`src/irq_map.svh`:
```
// register offsets, field positions, reset values and sizes of the interrupt enable/pending block
// assumes an 8-bit APB byte address; every register is one aligned 32-bit word
`ifndef IRQ_MAP_SVH
`define IRQ_MAP_SVH

`define OFS_CTRL       8'h00
`define OFS_CUR_PRIO   8'h08
`define OFS_VECTOR     8'h18
`define OFS_FAST_CTRL  8'h1C
`define OFS_EN_LOW     8'h20
`define OFS_EN_HIGH    8'h24
`define OFS_PEND_LOW   8'h40
`define OFS_PEND_HIGH  8'h44

`define CTRL_IRQ_EN    0
`define CTRL_FIQ_EN    1
`define CTRL_SOFT_RST  2
`define FAST_EN_LSB    0
`define FAST_PEND_LSB  3

`define REG_RESET      32'h00000000
`define NUM_CHAN       64
`define NUM_FAST       2
`define PRIO_W         4
`define CHAN_W         6
`define STACK_DEPTH    16

`endif

```
`src/irq_pkg.sv`:
```
// types shared by the interrupt enable/pending block
// assumes nothing beyond the map header
package irq_pkg;
  typedef enum logic [0:0] {
    ST_IDLE = 1'b0,
    ST_WAIT = 1'b1
  } ctl_state_t;
  typedef logic [3:0] prio_t;
  typedef logic [5:0] chan_t;
endpackage

```
`src/irq_enable_pending_eoi.sv`:
```
// enable, pending and end-of-service logic of a vectored interrupt controller with an APB slave
// assumes APB master and all request inputs synchronous to i_ref_clk; per-channel priorities come in on a port
//
// Functional notes
// - fast channel answers only when enabled
// - hardware sets fast pending on enabled request
// - fast pending cleared only by writing one
// - disabled channel never sets its pending bit
// - one enable bit per normal channel
// - lower pending bit marks unserviced enabled request
// - normal pending bits cleared by writing one
// - clearing serviced pending bit ends service, pops
// - request line holds after pending cleared early
// - request drops on vector read, soft reset, disable
// - early clear after vector read still ends service
// - disabled requests freeze stack; pop is lost
// - fast, enable and pending registers reset zero
// - upper pending register for channels 32 to 63
// - request only above current priority; zero never
// - vector read starts service, updates current priority
//
// The implementer's own choice: register access over APB.
`timescale 1ns/1ps
`include "irq_map.svh"
module irq_enable_pending_eoi
  import irq_pkg::*;
#(
  parameter int NUM_CHAN = `NUM_CHAN,
  parameter int STACK_DEPTH = `STACK_DEPTH
) (
  // clock and reset
  input wire logic i_ref_clk,
  input wire logic i_reset,
  // APB slave
  input wire logic i_psel,
  input wire logic i_penable,
  input wire logic i_pwrite,
  input wire logic [7:0] i_paddr,
  input wire logic [31:0] i_pwdata,
  output logic [31:0] o_prdata,
  output logic o_pready,
  output logic o_pslverr,
  // interrupt sources
  input wire logic [NUM_CHAN-1:0] i_irq_req,
  input wire logic [`NUM_FAST-1:0] i_fast_req,
  input wire logic [NUM_CHAN*`PRIO_W-1:0] i_source_priority,
  // processor side
  output logic o_cpu_request_n,
  output logic o_fast_request_n,
  output logic [`PRIO_W-1:0] o_current_priority
);
  localparam int SP_W = $clog2(STACK_DEPTH) + 1;
  localparam int ENT_W = `CHAN_W + `PRIO_W;
  localparam logic [SP_W-1:0] SP_FULL = SP_W'(STACK_DEPTH);

  // software-visible state
  logic [2:0] ctrl_reg;
  logic [1:0] fast_enable_reg;
  logic [31:0] enable_low_reg;
  logic [31:0] enable_high_reg;
  logic [15:0] vector_high_reg;
  logic [`NUM_FAST-1:0] fast_pending;
  logic [NUM_CHAN-1:0] channel_pending;
  logic [NUM_CHAN-1:0] channel_enable;

  // service state
  ctl_state_t state_reg;
  prio_t cur_prio_reg;
  chan_t served_chan_reg;
  logic [SP_W-1:0] sp_reg;
  logic [ENT_W-1:0] stack_rdata;

  // bus decode
  logic acc;
  logic wr;
  logic rd;
  logic mapped;
  logic [31:0] rd_value;
  logic vec_rd;
  logic soft_rst;
  logic irq_en;
  logic [NUM_CHAN-1:0] pend_clear;
  logic [`NUM_FAST-1:0] fast_clear;
  logic eoi;
  logic push;
  logic pop;
  prio_t best_prio;
  chan_t best_chan;
  logic cand_valid;

  // pready is raised one cycle into the access phase, so every transfer has one wait state
  assign acc = i_psel && i_penable && o_pready;
  assign wr = acc && i_pwrite;
  assign rd = acc && !i_pwrite;
  assign irq_en = ctrl_reg[`CTRL_IRQ_EN];
  assign soft_rst = ctrl_reg[`CTRL_SOFT_RST];
  assign vec_rd = rd && (i_paddr == `OFS_VECTOR);
  assign channel_enable = {enable_high_reg, enable_low_reg};

  always_comb begin
    mapped = 1'b1;
    rd_value = `REG_RESET;
    if (i_paddr == `OFS_CTRL) begin
      rd_value[1:0] = ctrl_reg[1:0];
    end else if (i_paddr == `OFS_CUR_PRIO) begin
      rd_value[`PRIO_W-1:0] = cur_prio_reg;
    end else if (i_paddr == `OFS_VECTOR) begin
      rd_value = {vector_high_reg, 10'h000, best_chan};
    end else if (i_paddr == `OFS_FAST_CTRL) begin
      rd_value[`FAST_PEND_LSB+1:`FAST_PEND_LSB] = fast_pending;
      rd_value[`FAST_EN_LSB+1:`FAST_EN_LSB] = fast_enable_reg;
    end else if (i_paddr == `OFS_EN_LOW) begin
      rd_value = enable_low_reg;
    end else if (i_paddr == `OFS_EN_HIGH) begin
      rd_value = enable_high_reg;
    end else if (i_paddr == `OFS_PEND_LOW) begin
      rd_value = channel_pending[31:0];
    end else if (i_paddr == `OFS_PEND_HIGH) begin
      rd_value = channel_pending[63:32];
    end else begin
      mapped = 1'b0;
    end
  end

  always_ff @(posedge i_ref_clk) begin
    if (i_reset) begin
      o_pready <= 1'b0;
      o_prdata <= `REG_RESET;
      o_pslverr <= 1'b0;
    end else begin
      o_pready <= i_psel && i_penable && !o_pready;
      if (i_psel && i_penable && !o_pready) begin
        o_prdata <= i_pwrite ? `REG_RESET : rd_value;
        o_pslverr <= !mapped;
      end
    end
  end

  // soft reset bit is a one-cycle pulse; it never reads back as one
  always_ff @(posedge i_ref_clk) begin
    if (i_reset) begin
      ctrl_reg <= 3'h0;
    end else if (wr && i_paddr == `OFS_CTRL) begin
      ctrl_reg <= i_pwdata[2:0];
    end else begin
      ctrl_reg[`CTRL_SOFT_RST] <= 1'b0;
    end
  end

  always_ff @(posedge i_ref_clk) begin
    if (i_reset) begin
      fast_enable_reg <= 2'h0;
      enable_low_reg <= `REG_RESET;
      enable_high_reg <= `REG_RESET;
      vector_high_reg <= 16'h0000;
    end else if (wr) begin
      if (i_paddr == `OFS_FAST_CTRL) begin
        fast_enable_reg <= i_pwdata[`FAST_EN_LSB+1:`FAST_EN_LSB];
      end else if (i_paddr == `OFS_EN_LOW) begin
        enable_low_reg <= i_pwdata;
      end else if (i_paddr == `OFS_EN_HIGH) begin
        enable_high_reg <= i_pwdata;
      end else if (i_paddr == `OFS_VECTOR) begin
        vector_high_reg <= i_pwdata[31:16];
      end
    end
  end

  assign fast_clear = (wr && i_paddr == `OFS_FAST_CTRL) ? i_pwdata[`FAST_PEND_LSB+1:`FAST_PEND_LSB] : 2'h0;
  assign pend_clear[31:0] = (wr && i_paddr == `OFS_PEND_LOW) ? i_pwdata : 32'h00000000;
  assign pend_clear[63:32] = (wr && i_paddr == `OFS_PEND_HIGH) ? i_pwdata : 32'h00000000;

  pending_bank #(.WIDTH(`NUM_FAST)) u_fast_pending (
    .i_ref_clk(i_ref_clk),
    .i_reset(i_reset),
    .i_req(i_fast_req),
    .i_enable(fast_enable_reg),
    .i_clear(fast_clear),
    .o_pending(fast_pending)
  );

  pending_bank #(.WIDTH(NUM_CHAN)) u_chan_pending (
    .i_ref_clk(i_ref_clk),
    .i_reset(i_reset),
    .i_req(i_irq_req),
    .i_enable(channel_enable),
    .i_clear(pend_clear),
    .o_pending(channel_pending)
  );

  // fast line follows enabled pending bits; software gates it with the fast enable in control
  always_ff @(posedge i_ref_clk) begin
    if (i_reset) begin
      o_fast_request_n <= 1'b1;
    end else begin
      o_fast_request_n <= !(ctrl_reg[`CTRL_FIQ_EN] && |(fast_pending & fast_enable_reg));
    end
  end

  // highest priority enabled pending channel; ties go to the lower channel number
  always_comb begin
    best_prio = '0;
    best_chan = '0;
    for (int i = 0; i < NUM_CHAN; i++) begin
      if (channel_pending[i] && channel_enable[i] && i_source_priority[i*`PRIO_W +: `PRIO_W] > best_prio) begin
        best_prio = i_source_priority[i*`PRIO_W +: `PRIO_W];
        best_chan = chan_t'(i);
      end
    end
  end
  // priority zero can never exceed the current priority
  assign cand_valid = best_prio > cur_prio_reg;

  // end of service: a write of one onto the pending bit of the channel being served
  assign eoi = (sp_reg != '0) && pend_clear[served_chan_reg];
  assign pop = eoi && irq_en && !soft_rst; // frozen stack drops the pop for good
  assign push = vec_rd && state_reg == ST_WAIT && cand_valid && sp_reg != SP_FULL && !soft_rst;

  always_ff @(posedge i_ref_clk) begin
    if (i_reset || soft_rst) begin
      state_reg <= ST_IDLE;
      o_cpu_request_n <= 1'b1;
    end else begin
      case (state_reg)
        ST_IDLE: begin
          if (irq_en && cand_valid) begin
            state_reg <= ST_WAIT;
            o_cpu_request_n <= 1'b0;
          end
        end
        ST_WAIT: begin
          // pending clears alone do not release the line
          if (vec_rd || !irq_en) begin
            state_reg <= ST_IDLE;
            o_cpu_request_n <= 1'b1;
          end
        end
        default: begin
          state_reg <= ST_IDLE;
          o_cpu_request_n <= 1'b1;
        end
      endcase
    end
  end

  stack_mem #(.DEPTH(STACK_DEPTH), .WIDTH(ENT_W), .AW(SP_W-1)) u_stack (
    .i_ref_clk(i_ref_clk),
    .i_we(push),
    .i_waddr(sp_reg[SP_W-2:0]),
    .i_wdata({served_chan_reg, cur_prio_reg}),
    .i_raddr(sp_reg[SP_W-2:0] - 1'b1),
    .o_rdata(stack_rdata)
  );

  // the stack keeps the interrupted context; the served one lives in the two registers
  always_ff @(posedge i_ref_clk) begin
    if (i_reset || soft_rst) begin
      sp_reg <= '0;
      cur_prio_reg <= '0;
      served_chan_reg <= '0;
    end else if (push) begin
      sp_reg <= sp_reg + 1'b1;
      cur_prio_reg <= best_prio;
      served_chan_reg <= best_chan;
    end else if (pop) begin
      sp_reg <= sp_reg - 1'b1;
      {served_chan_reg, cur_prio_reg} <= stack_rdata;
    end
  end

  always_ff @(posedge i_ref_clk) begin
    if (i_reset) begin
      o_current_priority <= '0;
    end else begin
      o_current_priority <= cur_prio_reg;
    end
  end
endmodule

```
`src/pending_bank.sv`:
```
// bank of sticky pending bits: set by an enabled request, cleared by a write-one mask
// assumes requests and clear masks are synchronous to i_ref_clk
`timescale 1ns/1ps
module pending_bank #(
  parameter int WIDTH = 32
) (
  // clock and reset
  input wire logic i_ref_clk,
  input wire logic i_reset,
  // requests, enables and software clear mask
  input wire logic [WIDTH-1:0] i_req,
  input wire logic [WIDTH-1:0] i_enable,
  input wire logic [WIDTH-1:0] i_clear,
  // sticky pending bits
  output logic [WIDTH-1:0] o_pending
);
  genvar g;
  generate
    for (g = 0; g < WIDTH; g++) begin : g_bit
      always_ff @(posedge i_ref_clk) begin
        if (i_reset) begin
          o_pending[g] <= 1'b0;
        end else if (i_req[g] && i_enable[g]) begin
          o_pending[g] <= 1'b1; // set wins over a clear in the same cycle
        end else if (i_clear[g]) begin
          o_pending[g] <= 1'b0; // write of one clears, zero leaves it
        end
      end

    end
  endgenerate
endmodule

```
`src/stack_mem.sv`:
```
// small memory holding saved {channel, priority} entries of the priority stack
// read data comes from a register, one cycle after the address
`timescale 1ns/1ps
module stack_mem #(
  parameter int DEPTH = 16,
  parameter int WIDTH = 10,
  parameter int AW = 4
) (
  // clock
  input wire logic i_ref_clk,
  // write port
  input wire logic i_we,
  input wire logic [AW-1:0] i_waddr,
  input wire logic [WIDTH-1:0] i_wdata,
  // registered read port
  input wire logic [AW-1:0] i_raddr,
  output logic [WIDTH-1:0] o_rdata
);
  logic [WIDTH-1:0] mem [DEPTH];

  always_ff @(posedge i_ref_clk) begin
    if (i_we) begin
      mem[i_waddr] <= i_wdata;
    end
  end

  // no reset on the array: entries are only read below the stack pointer
  always_ff @(posedge i_ref_clk) begin
    o_rdata <= mem[i_raddr];
  end
endmodule

```
`config.mk`:
```
export PLATFORM = sky130hd
export DESIGN_NAME = irq_enable_pending_eoi
export DESIGN_NICKNAME = d
export VERILOG_FILES = /design/src/irq_pkg.sv /design/src/irq_enable_pending_eoi.sv /design/src/pending_bank.sv /design/src/stack_mem.sv
export VERILOG_INCLUDE_DIRS = /design/src
export SDC_FILE = /design/constraint.sdc
export NUM_CORES = 1
export LEC_CHECK = 0
export ABC_AREA = 1
export BUFFER_PORTS_ARGS = -buffer_cell sky130_fd_sc_hd__buf_2
export CELL_PAD_IN_SITES_DETAIL_PLACEMENT = 2
export CELL_PAD_IN_SITES_GLOBAL_PLACEMENT = 2
export CORE_ASPECT_RATIO = 1.25
export CORE_MARGIN = 5
export CORE_UTILIZATION = 36
export CTS_CLUSTER_DIAMETER = 150
export DETAILED_ROUTE_END_ITERATION = 8
export PLACE_DENSITY = 0.92
export SYNTH_ARGS = -nofsm -noshare
export SYNTH_HDL_FRONTEND = slang
export SYNTH_SLANG_ARGS = --single-unit
```
`constraint.sdc`:
```
create_clock -name i_ref_clk -period 183.1 [get_ports i_ref_clk]
set_input_delay 27.465 -clock i_ref_clk [delete_from_list [all_inputs] [get_ports i_ref_clk]]
set_output_delay 27.465 -clock i_ref_clk [all_outputs]
set_load 0.03 [all_outputs]
```
Yosys cells after proc, flatten, opt, wreduce, memory -nomap -nowiden
Memories as Yosys holds them, arrays and structs flattened. A register that Yosys moved wholly into a read port is not among the register bits.
Cells that the tools add are included.
{ "totals": {"ff_bits": 207, "latch_bits": 0, "mem_bits_rw": 160, "romBits": 0, "inputBits": 367, "out_inout_bits": 40, "elab_cells": 765, "n_memories": 1} }
{ "memory_table": {"columns": ["name", "words", "word_bits", "read_ports", "rd_clocked_by_memory_dff", "write_ports", "line_no", "source"], "rows": [
  ["u_stack.mem", 16, 10, 1, 1, 1, "stack_mem.sv:19", "logic [WIDTH-1:0] mem [DEPTH];"]
]} }
{ "classes": {"n_addsub": 3, "mul": 0, "div_mod_pow": 0, "n_lt_le_gt_ge": 66, "n_eq_ne": 10, "n_shift": 0, "n_mux": 300, "bitwise": 6, "reduce_logical": 297} }
{ "ops": {"columns": ["cell", "count"], "rows": [
  ["6-bit two-way mux", 64],
  ["4-bit two-way mux", 67],
  ["4-bit greater-than comparator", 64],
  ["32-bit two-way mux", 8],
  ["1-bit logical AND", 213],
  ["1-bit two-way mux", 149],
  ["2-bit nonzero test", 67],
  ["30-bit two-way mux", 1],
  ["28-bit two-way mux", 1],
  ["27-bit two-way mux", 1],
  ["8-bit by 5-bit == test with 1-bit output, second input constant", 2],
  ["8-bit by 6-bit == test with 1-bit output, second input constant", 2],
  ["8-bit by 7-bit == test with 1-bit output, second input constant", 2],
  ["5-bit two-way mux", 2],
  ["8-bit by 4-bit == test with 1-bit output, second input constant", 1],
  ["8-bit logical NOT", 1],
  ["2-bit two-way mux", 4],
  ["6-bit by 7-bit < comparator with 1-bit output, second input constant", 1],
  ["1-bit binary-select mux with 6-bit select", 1],
  ["1-bit logical NOT", 6],
  ["5-bit by 1-bit adder with 5-bit output, second input constant", 1],
  ["5-bit inequality test, second input constant", 1],
  ["1-bit NOT", 5],
  ["5-bit AND reduction", 1],
  ["13 further kinds", 17]
]} }

Longest topological paths before layout
{ "logic_depth": {"ltp_word": 198, "ltp_mapped": 579, "mapped_depth_nobuf": 534} }

Modules after synthesis
From an unflattened synthesis, not the netlist that was laid out.
{ "unflattened": {"hier_cells": 4571, "hier_area_um2": 31704.2} }
{ "by_module_without_submodules": {"columns": ["mod", "instances", "cells_per_inst", "area_each_um2", "seq_area_each_um2"], "rows": [
  ["irq_enable_pending_eoi", 1, 3552, 21728.3, 2822.7],
  ["stack_mem", 1, 682, 7179.4, 5004.8],
  ["pending_bank at u_chan_pending", 1, 327, 2723.9, 1281.2],
  ["pending_bank at u_fast_pending", 1, 10, 72.6, 40.0]
]} }

Worst setup path before layout
No wires, ideal clock.
{ "synth_timing": {"kind": "input to register", "from": "input port i_source_priority[3]", "to": "register sp_reg[4]", "setup_ns": 0.122, "t_arrival_ns": 90.721, "required_ns": 182.978, "path_slack_ns": 92.257, "path_stages": 569, "n_path_buf": 45, "cell_sequence": "nor2_1 -> nand2_1 -> nand2_4 -> inv_1 -> nand2_1 -> inv_1 -> ha_1 -> nand2_1 -> nor2_1 -> nor2_2 -> nand2_2 -> nand2_1 -> o21ai_0 -> ha_1 -> inv_1 -> o21bai_1 -> nand4_1 -> nand2_4 -> [533 not listed] -> inv_1 -> nand2_1 -> o21ai_2 -> ha_1 -> nand2_1 -> inv_1 -> o21ai_0 -> a32oi_1 -> inv_1 -> nor3_1 -> inv_1 -> fa_1 -> nand2_1 -> nand2_1 -> a21oi_1 -> o21ai_0 -> o21ai_0 -> a21oi_1"} }
{ "synth_between": {"elab_chain_len": 197, "elab_cells_between_ends": 198, "cone_classes": "order compare (65); mux (65); reduce/logical (68)"} }
{ "synth_lines": {"columns": ["element", "line_no", "source"], "rows": [
  ["from (decl)", "irq_enable_pending_eoi.sv:46", "input wire logic [NUM_CHAN*`PRIO_W-1:0] i_source_priority,"],
  ["4-bit by 1-bit greater-than comparator with 1-bit output", "irq_enable_pending_eoi.sv:205", "if (channel_pending[i] && channel_enable[i] && i_source_priority[i*`PRIO_W +: `PRIO_W] > best_prio) begin"],
  ["1-bit logical AND", "irq_enable_pending_eoi.sv:205", null],
  ["4-bit two-way mux *", "irq_enable_pending_eoi.sv:205", null],
  ["4-bit greater-than comparator", "irq_enable_pending_eoi.sv:205", null],
  ["1-bit logical AND", "irq_enable_pending_eoi.sv:205", null],
  ["4-bit two-way mux *", "irq_enable_pending_eoi.sv:205", null],
  ["4-bit greater-than comparator", "irq_enable_pending_eoi.sv:205", null],
  ["1-bit logical AND", "irq_enable_pending_eoi.sv:205", null],
  ["[179 not listed]", null, null],
  ["1-bit logical AND", "irq_enable_pending_eoi.sv:205", null],
  ["4-bit two-way mux *", "irq_enable_pending_eoi.sv:205", null],
  ["4-bit greater-than comparator", "irq_enable_pending_eoi.sv:205", null],
  ["1-bit logical AND", "irq_enable_pending_eoi.sv:205", null],
  ["4-bit two-way mux *", "irq_enable_pending_eoi.sv:205", null],
  ["4-bit greater-than comparator *", "irq_enable_pending_eoi.sv:212", "assign cand_valid = best_prio > cur_prio_reg;"],
  ["1-bit logical AND * (3 in a row)", "irq_enable_pending_eoi.sv:217", "assign push = vec_rd && state_reg == ST_WAIT && cand_valid && sp_reg != SP_FULL && !soft_rst;"],
  ["5-bit two-way mux or 2-bit nonzero test (tied branches)", null, null],
  ["to (signal assigned)", "irq_enable_pending_eoi.sv:262", "sp_reg <= sp_reg + 1'b1;"],
  ["to (signal assigned)", "irq_enable_pending_eoi.sv:266", "sp_reg <= sp_reg - 1'b1;"],
  ["to (decl)", "irq_enable_pending_eoi.sv:70", "logic [SP_W-1:0] sp_reg;"]
]} }
Every way passes the cells marked *; elsewhere a longest branch is shown, timed or not.
A chain may end at the register's enable or synchronous reset.

Final worst setup path
{ "layout_timing": {"from": "input port i_source_priority[0]", "to": "memory u_stack.mem[5][3], enable pin"} }
{ "layout_between": {"elab_chain_len": 198} }
{ "layout_lines": {"columns": ["element", "line_no", "source"], "rows": [
  ["4-bit by 1-bit greater-than comparator with 1-bit output", "irq_enable_pending_eoi.sv:205", null],
  ["1-bit logical AND", "irq_enable_pending_eoi.sv:205", null],
  ["4-bit two-way mux *", "irq_enable_pending_eoi.sv:205", null],
  ["4-bit greater-than comparator", "irq_enable_pending_eoi.sv:205", null],
  ["1-bit logical AND", "irq_enable_pending_eoi.sv:205", null],
  ["4-bit two-way mux *", "irq_enable_pending_eoi.sv:205", null],
  ["4-bit greater-than comparator", "irq_enable_pending_eoi.sv:205", null],
  ["1-bit logical AND", "irq_enable_pending_eoi.sv:205", null],
  ["[180 not listed]", null, null],
  ["4-bit two-way mux *", "irq_enable_pending_eoi.sv:205", null],
  ["4-bit greater-than comparator", "irq_enable_pending_eoi.sv:205", null],
  ["1-bit logical AND", "irq_enable_pending_eoi.sv:205", null],
  ["4-bit two-way mux *", "irq_enable_pending_eoi.sv:205", null],
  ["4-bit greater-than comparator *", "irq_enable_pending_eoi.sv:212", null],
  ["1-bit logical AND * (3 in a row)", "irq_enable_pending_eoi.sv:217", null],
  ["1-bit two-way mux *", "stack_mem.sv:22", "if (i_we) begin"],
  ["1-bit two-way mux (implied by the code) *", "stack_mem.sv:23", "mem[i_waddr] <= i_wdata;"],
  ["to (decl)", "stack_mem.sv:19", null]
]} }
Marked as above.

==> impl_metrics.toml <==
[worst_setup_path]
crit_start = "i_source_priority[0]"
timing_worst_setup_path_type = "input port to flip-flop"
critPathSlowestCell = "nor2_1"
cp.required_ps = 183300
timing.critical_path.max_delay_family = "simple AND/OR/NAND/NOR gates"
timing.critical_path.to_type = "flip-flop"
r2r_slack_ps = 103570
crit_cells = 484
worst-r2r-cell-count = 482
cpMostUsedCell = "nand2_2"
path_buf_inv = 76
crit-reg2reg-capture = "u_stack.mem[5][3]"
critical_path.endpoint = "u_stack.mem[5][3]"
worst-endpoint-arrival_ps = 106140
crit_path_max_incr_delay_ps = 1040
top_fanout_value_on_the_critical_path = 12
r2r_start = "enable_low_reg[0]"
nature_of_the_critical_path_startpoint = "input port"

[synthesis]
postSynth.asyncResetShare = 0
synth_top_area_cell = "edfxtp_1"
ys.flop_type = "dfxtp_1"
post-synth-top-area-fraction = 0.157
synth_warnings = 0
syn-instance-count = 4300
synth.cell_area_um2 = 30700
syn-num-nets = 4834
yosys-top-cells-count = "nand2_1, inv_1, nand3_1, nor2_1, o21ai_0"
biggest_area_contributors_in_the_synthesized_netlist = "edfxtp_1, dfxtp_1, nand2_1"
seq_area_frac_synth = 0.298
avgSynthCellArea_um2 = 7.13
ys_seq_elements = 377
synth.most_common_cell = "nand2_1"
post_synth_num_cell_types = 57
synth_edf_count = 160

[layout]
multiInputGateArea_um2 = 18400
area_growth_syn_to_layout_pct = 14.0
drive_gt1_frac = 0.221
largest_register = "u_stack.mem"
largest_register_ff_count = 160
fillerInstances = 9968
final_net_count = 5172
biggestRegsByFlops = "u_stack.mem (160), u_chan_pending.o_pending (64)"
seqCellArea_um2 = 9150
fin_cells = 5805

[global_route]
grt_first_pass_wirelength_mm = 230
first_global_vias = 37400
grt_util_all_layers = 0.325
overflow = 0
antenna_found_initial = 58
pin_count_of_the_biggest_net_entering_global_routing = 72

[power_and_ir_drop]
leakage_power_nw = 16.3
power.sequential.fraction = 0.436
ir_worst_vdd_uv = 6.48
share_comb_of_total_power = 0.111
clkPwrFrac = 0.452
power_per_cell_area_nw_per_um2 = 5.69
power.switching_fraction = 0.276
switchingPower_w = 0.0000549
power.internal_w = 0.000144

[placed_design]
place_inst = 5682
dp_hpwl_mm = 119
input_output_buffers = 406
gpl.final_weighted_congestion = 0.927

[route]
postRouteWirelength_mm = 156
routed-via-count = 33800
drt.antenna.violating_nets = 0
detailedRoute.firstPassIterationCount = 5
routedWlPerCell_um = 26.9
drcViolationCount = 0
route.detailed.vias_per_inst = 5.82
detailedRoute.firstIterationViolations = 2018

[clock_network]
cts_inserted_buffers = 42
clock_tree.htree_level_count = 2
clk_pin_slew_worst_paths_ps = 70
cts_hold_repair.buffers = 0
number_of_buffers_added_for_setup_after_cts = 0
worstSkewPairLatency_ps = 600
cts_repair_resize_count = 0
clock_sink_count = 377
tritoncts_clock_tree = "built"
cts.path.max_buffers = 3
cts-root-buf = "clkbuf_16"

[sta]
report.final.slew_viol_count = 0
report.final.setup_viol = 0
timing_worst_slew_pin_value_ps = 1330
finClkSkew_ps = 22.8
max_freq_mhz = 9.44
final_hold_viol_count = 0
finalWorstPathRequiredPeriod_ps = 105950
max_slew_margin = 0.107
final.setup.tns_ps = 0
layout_worst_path_cycle_share = 0.579
rsz0062_at_grt = "false"

[floorplanning]
initial_utilization = 0.363
core_region_area_um2 = 84400
floorplan.die_area_um2 = 91200
num_rows = 119
die-width_um = 271
io_pins = 407
die_height_um = 336

[flow_run]
max_cap_violations = 0

[worst_hold_path]
min_path_type = "flip-flop to flip-flop"
hold_path_startpoint = "ctrl_reg[1]"

[outcome]
run_status = "finished clean"
-- area by class of cell --
class                   count  share of cell area
flip-flops and latches    377               0.262
repair buffers            450              0.0676
clock buffers              56              0.0337
well taps                1089              0.0390
multi-input cells        3189               0.525
clock inverters            22             0.00548
diodes                     44             0.00315
inverters                 578              0.0643
-- worst register-to-register path, delay by kind of cell (launching register included) --
| family | cells | cell delay, ps |
|---|---|---|
| AOI/OAI and AO/OA | 107 | 20880 |
| adders and majority gates | 64 | 20940 |
| buffers and inverters | 75 | 5680 |
| DFF | 1 | 410 |
| and+or+nand+nor | 236 | 31210 |
-- per-stage QoR --
stage	hold WS [ps]	worst slack [ps]	power [W]	util	cell area (um^2)
final	439	77150	0.000199	0.414	35000
after global routing	465	70780	0.000204	0.414	34900
after CTS	440	77450	0.000199	0.413	34800
after detailed placement	436	77680	0.000110	0.396	33500
after global placement	421	83160	0.000109	0.396	33500
after floorplan	391	92260	0.0000999	-	30700
-- how the worst min path moves through the flow --
stage                                  end  slack (ps)  cells after the start
after floorplan           o_fast_request_n         390                      1
after global placement    o_fast_request_n         420                      1
after detailed placement  o_fast_request_n         440                      1
after CTS                 o_fast_request_n         440                      1
after global routing      o_fast_request_n         460                      1
final                     o_fast_request_n         440                      1
-- per-layer routing --
metal / part of all wire / global-route usage / up-vias / routed length (um)
met2: 0.50 / 0.586 / 1337 / 77900
met3: 0.073 / 0.0794 / 506 / 11300
met4: 0.072 / 0.207 / 22 / 11300
met1: 0.36 / 0.338 / 16700 / 55400
li1: - / - / 15200 / -
met5: 0.00088 / 0 / - / 138
-- logic make-up after synthesis --
logic type,after synthesis,synth area share
simple gates,2149,0.355
fa+ha+maj,167,0.0684
xor+xnor,4,0.00114
compound gates,858,0.169
buf+inv,734,0.105
mux,11,0.00359
flops,377,0.298
-- cell usage in the layout, fill, tap and decap left out, types with 29 or more instances in the layout --
master,n
o21bai_1,85
nor2_4,59
o32ai_1,29
ha_1,166
a221oi_1,29
a21oi_1,212
dfxtp_1,216
nand2_2,204
nor2_1,337
buf_4,45
inv_1,541
diode_2,44
nor2_2,65
buf_2,405
nand2_4,68
nand2_1,826
nand3_1,456
edfxtp_1,160
nand4_1,36
o21ai_0,342
nand3_2,71
clkbuf_16,45
-- power groups by stage --
stage	sequential, W	combinational [W]	clock (W)
2_1_floorplan	0.0000888	0.0000110	0
3_3_place_gp	0.0000887	0.0000201	0
3_5_place_dp	0.0000888	0.0000216	0
4_1_cts	0.0000869	0.0000219	0.0000900
5_1_grt	0.0000868	0.0000240	0.0000930
6_report	0.0000869	0.0000221	0.0000900
Power figures use the tool's default switching activity.
